===== config.mk =====
export PLATFORM = sky130hd
export DESIGN_NAME = ssc_top
export DESIGN_NICKNAME = d
export VERILOG_FILES = /design/src/include/ssc_pkg.sv /design/src/rtl/ssc_top.sv
export VERILOG_INCLUDE_DIRS = /design/src /design/src/include
export SDC_FILE = /design/constraint.sdc
export NUM_CORES = 1
export LEC_CHECK = 0
export BUFFER_PORTS_ARGS = -buffer_cell sky130_fd_sc_hd__buf_2
export CORE_ASPECT_RATIO = 0.8
export CORE_MARGIN = 2
export CORE_UTILIZATION = 42
export CTS_CLUSTER_SIZE = 30
export DETAILED_ROUTE_END_ITERATION = 10
export PLACE_DENSITY_LB_ADDON = 0.3
export SYNTH_ARGS = -nofsm -noshare
export SYNTH_HDL_FRONTEND = slang
export SYNTH_SLANG_ARGS = --single-unit

===== constraint.sdc =====
create_clock -name clk -period 2.4 [get_ports clk]
set_input_delay 0.36 -clock clk [delete_from_list [all_inputs] [get_ports clk]]
set_output_delay 0.36 -clock clk [all_outputs]
set_load 0.01 [all_outputs]

===== src/include/ssc_regs.svh =====
// register offsets, fields and reset values of the burst sram control block
`ifndef SSC_REGS_SVH
`define SSC_REGS_SVH

// ---------------------------------------------------------------
// register byte offsets
// ---------------------------------------------------------------
`define SSC_CTRL_OFS    32'h0000_0000
`define SSC_STATUS_OFS  32'h0000_0004
`define SSC_ADDR_OFS    32'h0000_0008

// ---------------------------------------------------------------
// fields and reset values
// ---------------------------------------------------------------
`define SSC_CTRL_STBY   0
`define SSC_CTRL_RST    1'b0
`define SSC_RESP_OKAY   2'b00
`define SSC_RESP_SLVERR 2'b10

`endif


===== src/include/ssc_pkg.sv =====
// types shared by the burst sram control block
package ssc_pkg;

    // cycle kind, gray coded along idle-load-next-hold
    typedef enum logic [1:0] {
        SSC_OP_IDLE = 2'b00,
        SSC_OP_LOAD = 2'b01,
        SSC_OP_NEXT = 2'b11,
        SSC_OP_HOLD = 2'b10
    } ssc_op_e;

    // decoded synchronous command
    typedef struct packed {
        ssc_op_e op;
        logic    write;
    } ssc_cmd_s;

endpackage


===== src/rtl/ssc_top.sv =====
// control logic of a synchronous burst sram with an axi4-lite status port
`timescale 1ns/1ps
`include "ssc_regs.svh"

module ssc_top #(
    parameter int ADDR_W = 22,  // word address width
    parameter int LANES  = 4,   // byte lanes, 2 or 4
    parameter int LANE_W = 9    // bits per lane
) (
    input  wire logic                      clk,                 // 100 MHz
    input  wire logic                      srst,                // sync reset
    input  wire logic [ADDR_W-1:0]         addr,                // address pins
    input  wire logic                      primary_select_n,    // select 1
    input  wire logic                      secondary_select_n,  // select 2
    input  wire logic                      cpu_addr_strobe_n,   // cpu strobe
    input  wire logic                      ctrl_addr_strobe_n,  // ctrl strobe
    input  wire logic                      burst_step_n,        // advance
    input  wire logic                      all_lane_write_n,    // write all
    input  wire logic                      lane_write_gate_n,   // lane gate
    input  wire logic [LANES-1:0]          lane_enable_n,       // per lane
    input  wire logic                      output_enable_n,     // async oe
    input  wire logic                      linear_order_n,      // order
    input  wire logic                      register_bypass_n,   // flow/pipe
    input  wire logic                      sleep_request,       // standby
    input  wire logic [LANES*LANE_W-1:0]   dq_in,               // bus in
    output logic      [LANES*LANE_W-1:0]   dq_out,              // bus out
    output logic      [LANES-1:0]          dq_oe,               // bus drive
    output logic      [ADDR_W-1:0]         mem_addr,            // array addr
    output logic                           mem_rd,              // array read
    output logic      [LANES-1:0]          mem_wbe,             // lane writes
    output logic      [LANES*LANE_W-1:0]   mem_wdata,           // write data
    input  wire logic [LANES*LANE_W-1:0]   mem_rdata,           // read data
    input  wire logic [31:0]               s_axi_awaddr,        // aw addr
    input  wire logic                      s_axi_awvalid,       // aw valid
    output logic                           s_axi_awready,       // aw ready
    input  wire logic [31:0]               s_axi_wdata,         // w data
    input  wire logic [3:0]                s_axi_wstrb,         // w strobes
    input  wire logic                      s_axi_wvalid,        // w valid
    output logic                           s_axi_wready,        // w ready
    output logic      [1:0]                s_axi_bresp,         // b resp
    output logic                           s_axi_bvalid,        // b valid
    input  wire logic                      s_axi_bready,        // b ready
    input  wire logic [31:0]               s_axi_araddr,        // ar addr
    input  wire logic                      s_axi_arvalid,       // ar valid
    output logic                           s_axi_arready,       // ar ready
    output logic      [31:0]               s_axi_rdata,         // r data
    output logic      [1:0]                s_axi_rresp,         // r resp
    output logic                           s_axi_rvalid,        // r valid
    input  wire logic                      s_axi_rready         // r ready
);
    import ssc_pkg::*;

    // ---------------------------------------------------------------
    // helpers
    // ---------------------------------------------------------------

    // low address bits of a burst position
    function automatic logic [1:0] burst_low(
        input logic [1:0] start,
        input logic [1:0] step,
        input logic       linear
    );
        burst_low = linear ? 2'(start + step) : (start ^ step);
    endfunction

    // ---------------------------------------------------------------
    // state
    // ---------------------------------------------------------------
    logic              ctrl_stby;
    logic [ADDR_W-3:0] upper;
    logic [1:0]        start;
    logic [1:0]        step;
    ssc_op_e           last_op;
    logic              rd_s2;
    logic [LANES*LANE_W-1:0] rdat_s1;
    logic              drive_q;

    // ---------------------------------------------------------------
    // synchronous decode
    // ---------------------------------------------------------------

    // write condition; a cleared gate with no lanes still writes
    wire logic wr_cond = ~all_lane_write_n | ~lane_write_gate_n;

    // per-lane gating, lane count follows the configuration
    wire logic [LANES-1:0] gate_mask = ~lane_write_gate_n ? ~lane_enable_n : '0;
    wire logic [LANES-1:0] lane_mask = ~all_lane_write_n ? '1 : gate_mask;

    wire logic strobe_lo = ~cpu_addr_strobe_n | ~ctrl_addr_strobe_n;

    wire logic desel = (primary_select_n & ~ctrl_addr_strobe_n)
                     | (~primary_select_n & secondary_select_n & strobe_lo);

    // tied strobes reduce to plain loads and steps
    // begin burst, cpu strobe forces a read
    wire logic load    = ~primary_select_n & ~secondary_select_n & strobe_lo;
    wire logic load_wr = load & cpu_addr_strobe_n & wr_cond;

    // sleep pin or software standby; pads hold the pin defaults
    wire logic standby = sleep_request | ctrl_stby;
    wire logic linear  = ~linear_order_n;

    // every remaining combination is a continue or suspend
    ssc_cmd_s cmd;
    wire logic access = (cmd.op != SSC_OP_IDLE);
    assign cmd.op    = (standby | desel) ? SSC_OP_IDLE :
                       load              ? SSC_OP_LOAD :
                       burst_step_n      ? SSC_OP_HOLD : SSC_OP_NEXT;
    assign cmd.write = (cmd.op == SSC_OP_LOAD) ? load_wr : (access & wr_cond);

    // ---------------------------------------------------------------
    // burst counter
    // ---------------------------------------------------------------

    // advance only on next, output enable has no say
    wire logic [1:0] next_step = (cmd.op == SSC_OP_LOAD) ? 2'h0 :
                                 (cmd.op == SSC_OP_NEXT) ? 2'(step + 2'h1) : step;
    wire logic [1:0] next_start = (cmd.op == SSC_OP_LOAD) ? addr[1:0] : start;
    wire logic [ADDR_W-3:0] next_upper =
        (cmd.op == SSC_OP_LOAD) ? addr[ADDR_W-1:2] : upper;
    wire logic [ADDR_W-1:0] next_addr =
        {next_upper, burst_low(next_start, next_step, linear)};

    // counter registers; no address moves on a deselect
    always_ff @(posedge clk) begin
        if (srst) begin
            upper   <= '0;
            start   <= 2'h0;
            step    <= 2'h0;
            last_op <= SSC_OP_IDLE;
        end else begin
            upper   <= next_upper;
            start   <= next_start;
            step    <= next_step;
            last_op <= cmd.op;
        end
    end

    // ---------------------------------------------------------------
    // array side
    // ---------------------------------------------------------------

    // write lanes, no access when deselected
    always_ff @(posedge clk) begin
        if (srst) begin
            mem_addr  <= '0;
            mem_rd    <= 1'b0;
            mem_wbe   <= '0;
            mem_wdata <= '0;
        end else begin
            mem_addr  <= access ? next_addr : mem_addr;
            mem_rd    <= access & ~cmd.write;
            mem_wbe   <= (access & cmd.write) ? lane_mask : '0;
            mem_wdata <= (access & cmd.write) ? dq_in : mem_wdata;
        end
    end

    // ---------------------------------------------------------------
    // output pipeline
    // ---------------------------------------------------------------

    // flow-through drops one stage; deselects ride the same pipe
    wire logic rd_tap = register_bypass_n ? rd_s2 : mem_rd;
    wire logic [LANES*LANE_W-1:0] dat_tap = register_bypass_n ? rdat_s1 : mem_rdata;
    // a sampled write kills drive at once to avoid contention
    wire logic next_drive = rd_tap & ~(access & cmd.write) & ~standby;

    // deselect reaches the drivers at the read depth
    always_ff @(posedge clk) begin
        if (srst) begin
            rd_s2   <= 1'b0;
            rdat_s1 <= '0;
            drive_q <= 1'b0;
            dq_out  <= '0;
        end else begin
            rd_s2   <= mem_rd;
            rdat_s1 <= mem_rdata;
            drive_q <= next_drive;
            dq_out  <= dat_tap;
        end
    end

    // all lanes together; output enable gates without a clock
    assign dq_oe = {LANES{drive_q & ~output_enable_n}};

    // ---------------------------------------------------------------
    // axi4-lite slave
    // ---------------------------------------------------------------
    logic        aw_got;
    logic        w_got;
    logic [31:0] aw_addr_q;
    logic [31:0] w_data_q;
    logic [3:0]  w_strb_q;

    // both halves may arrive in either order
    wire logic aw_hs  = s_axi_awvalid & s_axi_awready;
    wire logic w_hs   = s_axi_wvalid & s_axi_wready;
    wire logic do_wr  = (aw_got | aw_hs) & (w_got | w_hs) & ~s_axi_bvalid;
    wire logic [31:0] wa = aw_hs ? s_axi_awaddr : aw_addr_q;
    wire logic [31:0] wd = w_hs ? s_axi_wdata : w_data_q;
    wire logic [3:0]  ws = w_hs ? s_axi_wstrb : w_strb_q;
    wire logic next_aw_got = (aw_got | aw_hs) & ~do_wr;
    wire logic next_w_got  = (w_got | w_hs) & ~do_wr;
    wire logic next_bvalid = do_wr | (s_axi_bvalid & ~s_axi_bready);
    wire logic wa_ok = (wa == `SSC_CTRL_OFS) | (wa == `SSC_STATUS_OFS)
                     | (wa == `SSC_ADDR_OFS);
    wire logic ctrl_wr = do_wr & (wa == `SSC_CTRL_OFS) & ws[0];

    // write channel registers; ready drops while a response waits
    always_ff @(posedge clk) begin
        if (srst) begin
            aw_got        <= 1'b0;
            w_got         <= 1'b0;
            aw_addr_q     <= '0;
            w_data_q      <= '0;
            w_strb_q      <= '0;
            s_axi_bvalid  <= 1'b0;
            s_axi_bresp   <= `SSC_RESP_OKAY;
            s_axi_awready <= 1'b0;
            s_axi_wready  <= 1'b0;
            ctrl_stby     <= `SSC_CTRL_RST;
        end else begin
            aw_got        <= next_aw_got;
            w_got         <= next_w_got;
            aw_addr_q     <= wa;
            w_data_q      <= wd;
            w_strb_q      <= ws;
            s_axi_bvalid  <= next_bvalid;
            s_axi_bresp   <= do_wr ? (wa_ok ? `SSC_RESP_OKAY : `SSC_RESP_SLVERR)
                                   : s_axi_bresp;
            s_axi_awready <= ~next_aw_got & ~next_bvalid;
            s_axi_wready  <= ~next_w_got & ~next_bvalid;
            ctrl_stby     <= ctrl_wr ? wd[`SSC_CTRL_STBY] : ctrl_stby;
        end
    end

    // read decode; status shows live mode pins and burst position
    wire logic do_rd       = s_axi_arvalid & s_axi_arready;
    wire logic next_rvalid = do_rd | (s_axi_rvalid & ~s_axi_rready);
    wire logic [31:0] status_word = {22'h0, drive_q, step, start, last_op,
                                     ~linear, register_bypass_n, standby};
    wire logic [31:0] rd_word =
        (s_axi_araddr == `SSC_CTRL_OFS)   ? {31'h0, ctrl_stby} :
        (s_axi_araddr == `SSC_STATUS_OFS) ? status_word :
        (s_axi_araddr == `SSC_ADDR_OFS)   ? 32'(mem_addr) : 32'h0;
    wire logic ra_ok = (s_axi_araddr == `SSC_CTRL_OFS)
                     | (s_axi_araddr == `SSC_STATUS_OFS)
                     | (s_axi_araddr == `SSC_ADDR_OFS);

    // read channel registers
    always_ff @(posedge clk) begin
        if (srst) begin
            s_axi_rvalid  <= 1'b0;
            s_axi_rdata   <= '0;
            s_axi_rresp   <= `SSC_RESP_OKAY;
            s_axi_arready <= 1'b0;
        end else begin
            s_axi_rvalid  <= next_rvalid;
            s_axi_rdata   <= do_rd ? rd_word : s_axi_rdata;
            s_axi_rresp   <= do_rd ? (ra_ok ? `SSC_RESP_OKAY : `SSC_RESP_SLVERR)
                                   : s_axi_rresp;
            s_axi_arready <= ~next_rvalid;
        end
    end

    wire logic rd_cyc = access & ~cmd.write;
    wire logic wr_cyc = access & cmd.write;
endmodule


Word-level counts from Yosys, hierarchy flattened
Cells that the tools add are included.
- register bits after elaboration: 241
- output and inout bits: 144
- word-level logic and storage cells: 118
- bits of input ports: 216
- multiplexer cells: 21
- reductions and logical operators: 4
- add/subtract/negate cells: 2
- equality and inequality tests: 6
- bitwise gates (word level): 59
- operators by type and width (cell ; count):
    2-to-1 mux 22 bit ; 3
    equality test 32 x 3 -> 1 bit, second input constant ; 2
    equality test 32 x 4 -> 1 bit, second input constant ; 2
    zero test 32 bit ; 2
    2-to-1 mux 36 bit ; 1
    2-to-1 mux 32 bit ; 1
    bitwise AND 1 bit ; 26
    2-to-1 mux 20 bit ; 1
    inverter 1 bit ; 18
    2-to-1 mux 2 bit ; 8
    bitwise OR 1 bit ; 13
    2-to-1 mux 4 bit ; 2
    2-to-1 mux 1 bit ; 5
    inverter 4 bit ; 1
    adder 2 x 1 -> 2 bit, second input constant ; 1
    adder 2 bit ; 1
    equality test 2 x 1 -> 1 bit, second input constant ; 1
    equality test 2 bit, second input constant ; 1
    nonzero test 2 bit ; 1
    OR reduction 2 bit ; 1
    XOR 2 bit ; 1

Longest topological paths before layout
Gate-level depths: netlist of run 1.
- depth in word-level cells: 13
- mapped depth: 11
- depth with buffers taken out: 10

Worst setup path before layout of run 1
No wires, ideal clock.
- kind: input -> register
- start point: input ctrl_addr_strobe_n
- end point: register mem_addr[1]
- slack: 0.092 ns
- data arrival time: 2.168 ns
- library setup time: 0.139 ns
- cell stages on the path: 9
- path buffers: 0
- required time: 2.261 ns
- cell sequence: a211o_1 > nor3_4 > mux2_2 > ha_1 > nor2b_1 > a31o_2 > o221ai_1 > xor2_1 > a22oi_1
- elaborated cells on any way between the ends: 18
- those cells by class: 1 x add/sub; 2 x eq/ne; 6 x mux; 8 x bitwise; 1 x reduce/logical
- RTL lines (item ; RTL line ; source):
    start, declared ; ssc_top.sv:16 ; input wire logic ctrl_addr_strobe_n,
    inverter 1 bit (*) ; ssc_top.sv:89, ssc_top.sv:91 ;
    bitwise OR 1 bit ; ssc_top.sv:89 ; wire logic strobe_lo = ~cpu_addr_strobe_n | ~ctrl_addr_strobe_n;
    bitwise AND 1 bit ; ssc_top.sv:92 ; | (~primary_select_n & secondary_select_n & strobe_lo);
    bitwise OR 1 bit ; ssc_top.sv:92 ;
    bitwise OR 1 bit ; ssc_top.sv:106 ; assign cmd.op = (standby | desel) ? SSC_OP_IDLE :
    2-to-1 mux 2 bit (*) ; ssc_top.sv:106 ;
    equality test 2 x 1 -> 1 bit (*) ; ssc_top.sv:118 ; wire logic [1:0] next_start = (cmd.op == SSC_OP_LOAD) ? addr[1:0] : start;
    2-to-1 mux 2 bit (*) ; ssc_top.sv:118 ;
    via next_start[0] ; ssc_top.sv:118 ;
    adder 2 bit (*) ; ssc_top.sv:63 ; burst_low = linear ? 2'(start + step) : (start ^ step);
    2-to-1 mux 2 bit (*) ; ssc_top.sv:63 ;
    end signal, assigned ; ssc_top.sv:151 ; mem_addr <= access ? next_addr : mem_addr;
    end, declared ; ssc_top.sv:28 ; output logic [ADDR_W-1:0] mem_addr,
The timed path passes the listed nets; every way through them passes the cells marked *.
A chain may end at the register's enable or synchronous reset.

Worst setup path after layout of run 1
- start point: register ctrl_stby
- end point: register mem_addr[1]
- cells in the longest elaborated chain, start to end: 8
- elaborated cells on any way between the ends: 12
- those cells by class: 1 x add/sub; 2 x eq/ne; 5 x mux; 3 x bitwise; 1 x reduce/logical
- RTL lines (item ; RTL line ; source):
    start, declared ; ssc_top.sv:69 ; logic ctrl_stby;
    start signal, assigned ; ssc_top.sv:221 ; ctrl_stby <= `SSC_CTRL_RST;
    start signal, assigned ; ssc_top.sv:233 ; ctrl_stby <= ctrl_wr ? wd[`SSC_CTRL_STBY] : ctrl_stby;
    bitwise OR 1 bit (*) ; ssc_top.sv:100 ; wire logic standby = sleep_request | ctrl_stby;
    bitwise OR 1 bit (*) ; ssc_top.sv:106 ;
    2-to-1 mux 2 bit (*) ; ssc_top.sv:106 ;
    equality test 2 bit ; ssc_top.sv:117 ; (cmd.op == SSC_OP_NEXT) ? 2'(step + 2'h1) : step;
    2-to-1 mux 2 bit ; ssc_top.sv:117 ;
    2-to-1 mux 2 bit (*) ; ssc_top.sv:116 ; wire logic [1:0] next_step = (cmd.op == SSC_OP_LOAD) ? 2'h0 :
    via next_step[0] ; ssc_top.sv:116 ;
    adder 2 bit (*) ; ssc_top.sv:63 ;
    2-to-1 mux 2 bit (*) ; ssc_top.sv:63 ;
Marked as above.

==> impl_summary.log, run 1 <==
[metrics] cells on worst reg2reg path: 10
[metrics] capturing element type of the critical path: flip-flop
[metrics] launching point of the worst reg2reg path: ctrl_stby$_SDFFE_PP0P_
[metrics] wire length of the first global-routing pass: 32600 um
[metrics] number of antenna violations at the first check in global routing: 2
[metrics] total via count in the routed design: about 7000
[metrics] Highest Clock Rate: 463 MHz
[metrics] most used standard cells in the synthesized netlist: 229 x dfxtp_1, 146 x nand2_1, 92 x nor2_1
[metrics] share of Yosys cell area claimed by the top area cell type: 56.5%
[metrics] total of flip-flops plus latches after synthesis: 229
[metrics] hold_sp: lane_enable_n[1]
[metrics] pin count of the biggest net entering global routing: 75
[metrics] clock sink count: 229
[metrics] crit path DAT: 2580 ps
[metrics] vias in the first global route: 6440
[metrics] post-detailed-route wirelength per cell: between 10 and 15 um
[metrics] Final nets: 1378
[metrics] met1 wire length: between 8000 and 9000 um
[metrics] detailed route wirelength on metal2: 9980 um
[metrics] IO Count: 360
[metrics] count of input and output buffers: between 300 and 400
[metrics] overall global routing resource usage: 19.4%
[metrics] sum of overflow across all layers after global routing: 0
[metrics] netlist area before placement: 0.00811 mm2
[metrics] power density cells: 796 mW/mm2
[metrics] CTS HTree Levels: 1
[metrics] sequential cell area fraction in the yosys report: about 56%
[metrics] kind of path behind the tightest hold check: in -> reg
[metrics] overall die area: slightly above 0.02 mm2
[metrics] largest area contributor in the synthesized netlist: dfxtp_1
[metrics] buffers inserted during post-CTS setup optimization: 0
[metrics] Tot Pwr: 8.55 mW
[metrics] most repeated cell in the gate-level netlist after synthesis: dfxtp_1
[metrics] setup repair after global routing missed its margin: no
[metrics] # fillers: 1759
[metrics] final setup violating endpoints: 0
[metrics] ratio of routed vias to standard cells: 4.84
[metrics] Rows: 45
[metrics] critical setup path kind: reg -> reg
[metrics] clock root cell: clkbuf_16
[metrics] final RePlAce weighted congestion: roughly 0.82
[metrics] final period utilization: between 80% and 90%
[metrics] post-CTS resize count: 0
[metrics] max-capacitance violation count: 0
[metrics] height of the die: 128 um
[metrics] fraction of final layout cells with drive strength greater than 1: around 33%
[metrics] antenna-violating nets left: 0
[metrics] max-slew headroom at the worst pin: 57.2%
[metrics] worst reg-to-reg setup slack: 240 ps
[metrics] distinct cell type count after synthesis: 49
[metrics] # hold bufs at CTS: 0
[metrics] half-perimeter wire length after detailed placement: 15200 um
[metrics] final worst-path setup slack: approximately 240 ps
[metrics] delay-heaviest family, CP: compound AO/OA/AOI/OAI gates
[metrics] Detail Route met3 WL: 1740 um
[metrics] required time of the critical path: between 2000 and 3000 ps
[metrics] routed wire length: around 21000 um
[metrics] share of flip-flops with an asynchronous set or reset: 0%
[metrics] Ant. Diodes: 0
[metrics] Hold Violations, Final: 0
[metrics] DRC violations left: 0
[metrics] shortest period the worst path allows: 2160 ps
[metrics] result of the run: complete, no violations
[metrics] DRC marker count from the first detailed-route iteration: about 370
[metrics] chain of cells forming the critical path: nor2_1 -> o21a_1 -> nor4b_1 -> a21o_1 -> ha_1 -> nor2b_1 -> a31o_2 -> o221ai_1 -> xor2_1 -> a22oi_1
[metrics] critical path startpoint: ctrl_stby$_SDFFE_PP0P_
[metrics] Worst Hold Path EP: mem_wbe[1]$_SDFF_PP0_
[metrics] number of instances in the synthesized netlist: around 850
[metrics] total leakage power: ~5 nW
[metrics] Fin Clk Skew: approximately 13 ps
[metrics] Die Span X: between 150 and 200 um
[metrics] clock-pin slew reported for the worst setup and hold paths after clock tree synthesis: 60 ps
[metrics] starting density of the core: 42.8%
[metrics] reg2reg end: mem_addr[1]$_SDFFE_PP0P_
[metrics] worst slew pin tran: 642 ps
[metrics] end-of-flow core utilization: 56.6%
[metrics] placeable core area: around 0.019 mm2
[metrics] top post-synthesis cells by area: dfxtp_1 56%, mux2i_1 7.4%, nand2_1 6.8%
[metrics] number of warnings issued by yosys: 0
[metrics] highest metal layer used by the detailed router: met4
[metrics] worst slack, placed: -9.53 ps
[metrics] master of the slowest instance on the critical path: dfxtp_1
[metrics] max incr delay on CP: between 300 and 400 ps
[metrics] number of buffers between clock root and the deepest sink: 3
[metrics] hold path cells: 2
[metrics] TritonCTS Buffers: 23
[metrics] number of iterations in the first detailed-routing pass: 4
[metrics] number of enable flip-flop cells after synthesis: 0
[metrics] Worst Path Max Fanout: 4
[metrics] worst vdd rail ir drop: 565 uV
[metrics] most instantiated flip-flop cell in the synthesis netlist: dfxtp_1
[metrics] area delta synth->final: 32.4%
[metrics] CTS tree: yes
[metrics] fin. max-slew vios: 0
[metrics] syn_area_per_cell: 9.53 um2
[metrics] worst path buffer plus inverter count: 0
[metrics] startpoint type of the worst setup path: flip-flop
[metrics] Skew-Pair Late Insertion Delay: 500 ps
==> per-stage QoR <==
stage	cell area (um2)	std cells	TNS [ps]	hold slack [ps]
4_1_cts	10700	1435	0	18.8
6_report	10700	1435	0	40.6
3_5_place_dp	9970	1394	-9.53	444
2_1_floorplan	8160	862	0	425
3_3_place_gp	9970	1394	0	437
5_1_grt	10700	1435	0	25.8
==> flip-flops by register name (all words and copies together) (netlist names), 2 cells and up <==
signal / flops
step: 2
s_axi_rdata: 22
start: 2
upper: 20
mem_wdata: 36
last_op: 2
dq_out: 36
aw_addr_q: 32
mem_wbe: 4
rdat_s1: 36
mem_addr: 22
==> cells in the final DEF, fill, tap and decap left out, types with 2 or more instances in the layout <==
master     count
nor2b_1       44
clkbuf_1       5
inv_1          9
buf_4         22
or4_1          2
clkbuf_8       4
nor4b_1        3
dfxtp_1      229
or3_1          2
buf_2        312
or2_2          2
o21a_1         2
nor4_2         4
a22o_1        18
clkinv_2       4
nand2_1      146
nor4_1        18
and2_1         6
clkbuf_16     23
nand3_1        5
a211oi_1      21
mux2i_1       60
nor2_1        92
conb_1        12
a222oi_1       7
nand4_1        6
a21oi_1       81
nor3_1         4
bufinv_16      3
o221ai_1       2
buf_12         4
==> layout make-up <==
cell class	count	area, um2	area share, %
Clock buffer	32	649	6.04
Inverter	9	33.8	0.314
Tap cell	258	323	3.00
Sequential cell	229	4580	42.7
Clock inverter	9	126	1.18
Timing Repair Buffer	339	1820	16.9
Multi-Input combinational cell	559	3210	29.9
==> where the power goes <==
group | switching [mW] | internal, mW | total [mW]
registers | 0.0819 | 3.98 | 4.07
clock network | 1.43 | 2.21 | 3.64
logic | 0.469 | 0.375 | 0.844
total | 1.98 | 6.57 | 8.55
==> worst register-to-register path: cells and delay by family, from the launching register on <==
family                   cells  cell delay [ps]
AO/OA/AOI/OAI                5              780
AND/OR/NAND/NOR              3              630
flip-flops                   1              380
XOR/XNOR                     1              160
adder cells (fa/ha/maj)      1              130
==> worst max path at each step <==
stage                          endpoint  slack (ps)  cells past startpoint
2_1_floorplan  mem_addr[1]$_SDFFE_PP0P_          90                      9
3_3_place_gp   mem_addr[1]$_SDFFE_PP0P_           1                     10
3_5_place_dp   mem_addr[1]$_SDFFE_PP0P_         -10                     10
4_1_cts        mem_addr[1]$_SDFFE_PP0P_         210                     10
5_1_grt        mem_addr[1]$_SDFFE_PP0P_          20                     10
6_report       mem_addr[1]$_SDFFE_PP0P_         240                     10
==> cells by family after synthesis <==
group,share of synthesized area [%]
adders and majority gates,0.154
buffers and inverters,4.49
DFF,56.5
AOI/OAI and AO/OA,11.2
muxes,7.68
xor gates and xnor gates,0.108
other,0.0462
and+or+nand+nor,19.8
==> metal layers <==
metal	vias to the layer above	global-route usage (%)
met2	229	33.9
met3	29	6.15
met4	0	4.12
li1	3497	-
met5	-	0
met1	3195	23.7
Power figures use the tool's default switching activity.
==> run 2: changes to the inputs <==
--- a/config.mk
+++ b/config.mk
@@ -9,9 +9,11 @@
 export BUFFER_PORTS_ARGS = -buffer_cell sky130_fd_sc_hd__buf_2
 export CORE_ASPECT_RATIO = 0.8
 export CORE_MARGIN = 2
-export CORE_UTILIZATION = 42
+export CORE_UTILIZATION = 44
+export CTS_BUF_LIST = sky130_fd_sc_hd__clkbuf_8
 export CTS_CLUSTER_SIZE = 30
 export DETAILED_ROUTE_END_ITERATION = 10
+export HOLD_SLACK_MARGIN = 0.08
 export PLACE_DENSITY_LB_ADDON = 0.3
 export SYNTH_ARGS = -nofsm -noshare
 export SYNTH_HDL_FRONTEND = slang
==> run 2 against run 1 <==
Clock power decreased by 10%. Final cell count increased by 5.4%. Worst hold slack improved by 63 ps. Routed wire length increased by 7.4%. Register-to-register slack got worse by 30 ps.
==> impl_summary.log, run 2 (synthesis results as in run 1) <==
[metrics] overall die area: 0.0195 mm2 (-4.4%)
[metrics] final RePlAce weighted congestion: 0.784 (-4.3%)
[metrics] highest-count cells in the layout ignoring fill and taps: 312 x buf_2, 229 x dfxtp_1, 146 x nand2_1
[metrics] number of buffers between clock root and the deepest sink: 3 (unchanged)
[metrics] result of the run: complete, no violations
[metrics] placeable core area: 0.0181 mm2 (-4.5%)
[metrics] routed wire length: 22400 um (+7.4%)
[metrics] total via count in the routed design: 7301 (+5.1%)
[metrics] required time of the critical path: 2780 ps (-40 ps)
[metrics] hold path cells: 2 (unchanged)
[metrics] half-perimeter wire length after detailed placement: 15300 um (+0.49%)
[metrics] Highest Clock Rate: 458 MHz (-1.2%)
[metrics] worst slew pin tran: 739 ps (+96.2 ps)
[metrics] area delta synth->final: 41.0%
[metrics] vias in the first global route: 6908 (+7.3%)
[metrics] final worst-path setup slack: 216 ps (-25.9 ps)
[metrics] max-capacitance violation count: 0 (unchanged)
[metrics] post-CTS resize count: 0 (unchanged)
[metrics] clock sink count: 229 (unchanged)
[metrics] cells on worst reg2reg path: 10 (unchanged)
[metrics] starting density of the core: 44.8% (+2.0 points)
[metrics] sum of overflow across all layers after global routing: 0 (unchanged)
[metrics] ratio of routed vias to standard cells: 4.83 (-0.30%)
[metrics] fin. max-slew vios: 0 (unchanged)
[metrics] CTS tree: yes
[metrics] total leakage power: 5.32 nW (+7.2%)
[metrics] Die Span X: 156 um (-2.2%)
[metrics] antenna-violating nets left: 0 (unchanged)
[metrics] capturing element type of the critical path: flip-flop
[metrics] reg2reg end: mem_addr[1]$_SDFFE_PP0P_
[metrics] power density cells: 724 mW/mm2 (-9.1%)
[metrics] Worst Hold Path EP: rdat_s1[19]$_SDFF_PP0_
[metrics] startpoint type of the worst setup path: flip-flop
[metrics] Tot Pwr: 8.28 mW (-3.2%)
[metrics] buffers inserted during post-CTS setup optimization: 0 (unchanged)
[metrics] height of the die: 125 um (-2.2%)
[metrics] Fin Clk Skew: 21.1 ps (+8.11 ps)
[metrics] final period utilization: 91.0% (+1.1 points)
[metrics] CTS HTree Levels: 2 (+1)
[metrics] count of input and output buffers: 313 (unchanged)
[metrics] crit path DAT: 2560 ps (-20 ps)
[metrics] TritonCTS Buffers: 37 (+61%)
[metrics] DRC marker count from the first detailed-route iteration: 422 (+15%)
[metrics] # hold bufs at CTS: 82 (+82)
[metrics] number of iterations in the first detailed-routing pass: 6 (+2)
[metrics] post-detailed-route wirelength per cell: 14.8 um (+2.0%)
[metrics] number of antenna violations at the first check in global routing: 4 (+2)
[metrics] overall global routing resource usage: 21.8% (+2.4 points)
[metrics] Skew-Pair Late Insertion Delay: 510 ps (about the same)
[metrics] worst slack, placed: -80.5 ps (-71.0 ps)
[metrics] Hold Violations, Final: 0 (unchanged)
[metrics] critical setup path kind: reg -> reg
[metrics] final setup violating endpoints: 0 (unchanged)
[metrics] wire length of the first global-routing pass: 34200 um (+5.1%)
[metrics] kind of path behind the tightest hold check: in -> reg
[metrics] clock-pin slew reported for the worst setup and hold paths after clock tree synthesis: 60 ps (about the same)
[metrics] Worst Path Max Fanout: 4 (unchanged)
[metrics] # fillers: 1512 (-14%)
[metrics] Rows: 44 (-2.2%)
[metrics] clock root cell: clkbuf_8
[metrics] pin count of the biggest net entering global routing: 150 (+100%)
[metrics] fraction of final layout cells with drive strength greater than 1: 31.3% (-1.8 points)
[metrics] Final nets: 1470 (+6.7%)
[metrics] shortest period the worst path allows: 2180 ps (+25.9 ps)
[metrics] worst vdd rail ir drop: 453 uV (-20%)
[metrics] worst reg-to-reg setup slack: 220 ps (-30 ps)
[metrics] max-slew headroom at the worst pin: 50.8% (-6.4 points)
[metrics] hold_sp: mem_rdata[19]
[metrics] registers with the most flip-flops: dq_out (36), mem_wdata (36), rdat_s1 (36)
[metrics] most common cell after layout, fill and taps aside: buf_2
[metrics] launching point of the worst reg2reg path: ctrl_stby$_SDFFE_PP0P_
[metrics] DRC violations left: 0 (unchanged)
[metrics] IO Count: 360 (unchanged)
[metrics] setup repair after global routing missed its margin: no
[run 2: per-stage QoR]
stage          hold slack, ps  cells  util [%]  area [um2]  setup TNS, ps
2_1_floorplan             425    862         -        8160              0
3_3_place_gp              439   1362      54.5        9880          -14.6
3_5_place_dp              443   1362      54.5        9880          -80.5
4_1_cts                  80.1   1509      63.1       11400              0
5_1_grt                  83.5   1512      63.2       11400              0
6_report                  104   1512      63.2       11400              0
[run 2: per-layer routing]
layer  wire length [um]  track usage, %  part of all wire [%]
met1               9360            25.7                    42
met2              10700            37.6                    48
met3               1750            6.48                   7.8
met4                560            8.15                   2.5
met5                  0               0                     0
[run 2: how the worst max path moves through the flow]
stage / from / end / slack, ps
after floorplan: ctrl_addr_strobe_n / mem_addr[1]$_SDFFE_PP0P_ / 90
after global placement: ctrl_addr_strobe_n / mem_addr[1]$_SDFFE_PP0P_ / -10
after detailed placement: ctrl_addr_strobe_n / mem_addr[1]$_SDFFE_PP0P_ / -80
after CTS: ctrl_stby$_SDFFE_PP0P_ / mem_addr[1]$_SDFFE_PP0P_ / 210
after global routing: ctrl_stby$_SDFFE_PP0P_ / mem_addr[1]$_SDFFE_PP0P_ / 60
final: ctrl_stby$_SDFFE_PP0P_ / mem_addr[1]$_SDFFE_PP0P_ / 220
[run 2: power breakdown]
group	switching, mW	leakage, nW	internal (mW)	total [mW]
clock	1.47	0.424	1.80	3.27
sequential	0.0798	1.88	3.99	4.06
combinational	0.492	3.02	0.452	0.944
total	2.04	5.32	6.24	8.28
[run 2: critical path, stage by stage, from the launching register on]
cell,delay [ps]
dfxtp_1,450
nor2_1,100
o21a_1,150
nor4b_1,150
a21o_1,170
ha_1,190
nor2b_1,150
a31o_2,210
o221ai_1,210
xor2_1,190
a22oi_1,100
[run 2: area by class of cell]
type	count	area, um2	share of cell area, %
timing repair buffer	417	2580	22.6
multi-input combinational	559	3210	28.1
sequential	229	4580	40.1
clock buffer	45	619	5.41
antenna	3	7.51	0.0656
clock inverter	20	113	0.984
inverter	9	33.8	0.295
tap	230	288	2.52
==> run 3: changes to the inputs <==
--- a/config.mk
+++ b/config.mk
@@ -9,11 +9,12 @@
 export BUFFER_PORTS_ARGS = -buffer_cell sky130_fd_sc_hd__buf_2
 export CORE_ASPECT_RATIO = 0.8
 export CORE_MARGIN = 2
-export CORE_UTILIZATION = 44
+export CORE_UTILIZATION = 45
 export CTS_BUF_LIST = sky130_fd_sc_hd__clkbuf_8
 export CTS_CLUSTER_SIZE = 30
 export DETAILED_ROUTE_END_ITERATION = 10
 export HOLD_SLACK_MARGIN = 0.08
+export MAX_ROUTING_LAYER = met4
 export PLACE_DENSITY_LB_ADDON = 0.3
 export SYNTH_ARGS = -nofsm -noshare
 export SYNTH_HDL_FRONTEND = slang
==> constraint.sdc (replaced) <==
create_clock -name clk -period 2.7 [get_ports clk]
set_input_delay 0.405 -clock clk [delete_from_list [all_inputs] [get_ports clk]]
set_output_delay 0.405 -clock clk [all_outputs]
set_load 0.01 [all_outputs]
==> run 3 against run 2 <==
Global-route usage fell by 0.24 points. Clock power down 11%. Die area is 2.2% lower. Worst setup slack better by 320 ps. Sequential power decreased by 11%. Combinational power shrank 22%. Power is 12% lower. Fmax rose by 1.1%. Via count fell by 4.1%. Design area is 7.4% lower.
==> impl_summary.log, run 3 (synthesis results as in run 1) <==
[metrics] half-perimeter wire length after detailed placement: 15300 um (about the same)
[metrics] registers with the most flip-flops: dq_out (36), mem_wdata (36), rdat_s1 (36)
[metrics] Highest Clock Rate: 463 MHz (+1.1%)
[metrics] clock sink count: 229 (unchanged)
[metrics] CTS HTree Levels: 2 (unchanged)
[metrics] M3 GR Usage: 5.78% (-0.71 points)
[metrics] highest-count cells in the layout ignoring fill and taps: 312 x buf_2, 229 x dfxtp_1, 146 x nand2_1
[metrics] total net switching power: 1.75 mW (-14%)
[metrics] Internal Dissipation: 5.52 mW (-12%)
[metrics] summed area of non-filler cells in the final layout: 0.0106 mm2 (-7.4%)
[metrics] CTS tree: yes
[metrics] met2 GRT Util: 36.0% (-1.7 points)
[metrics] ratio of routed vias to standard cells: 4.94 (+2.3%)
[metrics] antenna-violating nets left: 0 (unchanged)
[metrics] shortest period the worst path allows: 2160 ps (-23.4 ps)
[metrics] required time of the critical path: 3060 ps (+280 ps)
[metrics] part of the total power dissipated in the clock network: 40.2% (+0.7 points)
[metrics] TritonCTS Buffers: 36 (-2.7%)
[metrics] fraction of final layout cells with drive strength greater than 1: 33.4% (+2.1 points)
[metrics] Die Span X: 154 um (-1.1%)
[metrics] vias in the first global route: 6501 (-5.9%)
[metrics] clock root cell: clkbuf_8
[metrics] worst vdd rail ir drop: 542 uV (+20%)
[metrics] post-detailed-route wirelength per cell: 14.9 um (+0.27%)
[metrics] proportion of power drawn by flip-flops and latches: 49.7% (+0.6 points)
[metrics] met1 global-route usage: 26.0% (+0.35 points)
[metrics] crit path DAT: 2520 ps (-40 ps)
[metrics] combinational share of power: 10.1% (-1.3 points)
[metrics] max-capacitance violation count: 0 (unchanged)
[metrics] total negative slack: 0 ps (unchanged)
[metrics] routed wire length: 21100 um (-6.0%)
[metrics] fin. max-slew vios: 0 (unchanged)
[metrics] count of input and output buffers: 313 (unchanged)
[metrics] switching fraction of total power: 24.1% (-0.51 points)
[metrics] capturing element type of the critical path: flip-flop
[metrics] wire length of the first global-routing pass: 32200 um (-6.1%)
[metrics] worst slew pin tran: 743 ps (+4.18 ps)
[metrics] final RePlAce weighted congestion: 0.849 (+8.3%)
[metrics] final setup violating endpoints: 0 (unchanged)
[metrics] area delta synth->final: 30.6%
[metrics] most common cell after layout, fill and taps aside: buf_2
[metrics] final period utilization: 80.0% (-11 points)
[metrics] setup repair after global routing missed its margin: no
[metrics] number of buffers between clock root and the deepest sink: 3 (unchanged)
[metrics] Worst Path Max Fanout: 4 (unchanged)
[metrics] DRC marker count from the first detailed-route iteration: 383 (-9.2%)
[metrics] starting density of the core: 46.4% (+1.6 points)
[metrics] Fin Clk Skew: 13.1 ps (-7.98 ps)
[metrics] critical setup path kind: reg -> reg
[metrics] Hold Violations, Final: 0 (unchanged)
[metrics] overall die area: 0.0191 mm2 (-2.2%)
[metrics] Ant. Diodes: 0 (-3)
[metrics] buffers inserted during post-CTS setup optimization: 0 (unchanged)
[metrics] total via count in the routed design: 7005 (-4.1%)
[metrics] result of the run: complete, no violations
[metrics] startpoint type of the worst setup path: flip-flop
[metrics] kind of path behind the tightest hold check: in -> reg
[metrics] area of placed instances: 0.00982 mm2 (-0.62%)
[metrics] GRT busiest layer: met2
[metrics] DRC violations left: 0 (unchanged)
[metrics] clock-pin slew reported for the worst setup and hold paths after clock tree synthesis: 60 ps (about the same)
[metrics] power density cells: 686 mW/mm2 (-5.2%)
[metrics] total leakage power: 4.96 nW (-6.8%)
[metrics] IO Count: 360 (unchanged)
[metrics] sum of overflow across all layers after global routing: 0 (unchanged)
[metrics] overall global routing resource usage: 21.6% (-0.24 points)
[metrics] pin count of the biggest net entering global routing: 66 (-56%)
[metrics] max-slew headroom at the worst pin: 50.5% (-0.28 points)
[metrics] Final nets: 1387 (-5.6%)
[metrics] placeable core area: 0.0175 mm2 (-3.5%)
[metrics] number of iterations in the first detailed-routing pass: 5 (-1)
[metrics] Rows: 43 (-2.3%)
[metrics] height of the die: 124 um (-1.1%)
[metrics] Skew-Pair Late Insertion Delay: 490 ps (-20 ps)
[metrics] number of antenna violations at the first check in global routing: 0 (-4)
==> run 3: cell types whose count changed in the layout (fill, tap and decap cells not counted) <==
| cell | change |
|---|---|
| buf_4 | -2 |
| dlygate4sd3_1 | -78 |
| clkinv_2 | +1 |
| diode_2 | -3 |
| clkbuf_8 | +2 |
| inv_1 | -6 |
| clkinv_4 | +1 |
| clkinvlp_4 | -2 |
| buf_12 | -2 |
==> run 3: power by group through the flow <==
| stage | clock [mW] | combinational, mW | sequential (mW) |
|---|---|---|---|
| after global placement | 0 | 0.725 | 3.68 |
| after CTS | 3.00 | 0.742 | 3.61 |
| after floorplan | 0 | 0.368 | 3.72 |
| final | 2.92 | 0.738 | 3.61 |
| after detailed placement | 0 | 0.735 | 3.69 |
| after global routing | 3.16 | 0.818 | 3.63 |
==> run 3: area by class of cell <==
cell class                 instances  area [um2]
multi-input combinational        559        3210
clock inverter                    14        88.8
fill                            1572        6890
timing repair buffer             335        1750
tap                              225         282
inverter                           9        33.8
clock buffer                      47         647
sequential                       229        4580
==> run 3: path summary, 6_finish.rpt <==
path | cells after the start | slack, ps | startpoint | endpoint
worst max-delay path | 10 | 540 | ctrl_stby$_SDFFE_PP0P_ | mem_addr[1]$_SDFFE_PP0P_
worst min-delay path | 2 | 140 | mem_rdata[6] | rdat_s1[6]$_SDFF_PP0_
worst max register to register | 10 | 540 | ctrl_stby$_SDFFE_PP0P_ | mem_addr[1]$_SDFFE_PP0P_
worst min register to register | 2 | 450 | mem_wdata[25]$_SDFFE_PP0P_ | mem_wdata[25]$_SDFFE_PP0P_
==> run 3: metal layers <==
metal / part of all wire [%] / wire, um / vias up
li1: - / - / 3517
met1: 44 / 9200 / 3216
met2: 47 / 9980 / 236
met3: 7.2 / 1510 / 36
met4: 1.8 / 371 / 0
met5: 0 / 0 / -
==> run 3: repair_timing <==
item / in CTS / in global routing
hold endpoints to repair: 4 / 0
endpoints found under the setup margin: 0 / 0
hold buffers: 4 / 0
resized for setup: 0 / 0
==> run 3: stage by stage <==
step                      std cells  util, %  power [mW]  worst slack [ps]  hold WS, ps
after CTS                      1418     60.6        7.36               521          105
after detailed placement       1353     56.2        4.42               192          443
after global routing           1418     60.6        7.61               397          118
after floorplan                 862        -        4.09               347          425
final                          1418     60.6        7.27               539          138
after global placement         1353     56.2        4.41               206          438
==> run 3: worst max-delay path, stage by stage, from the launching register on <==
cell	delay [ps]
dfxtp_1	460
nor2_1	100
o21a_1	140
nor4b_1	140
a21o_1	170
ha_1	180
nor2b_1	140
a31o_2	210
o221ai_1	210
xor2_1	170
a22oi_1	100
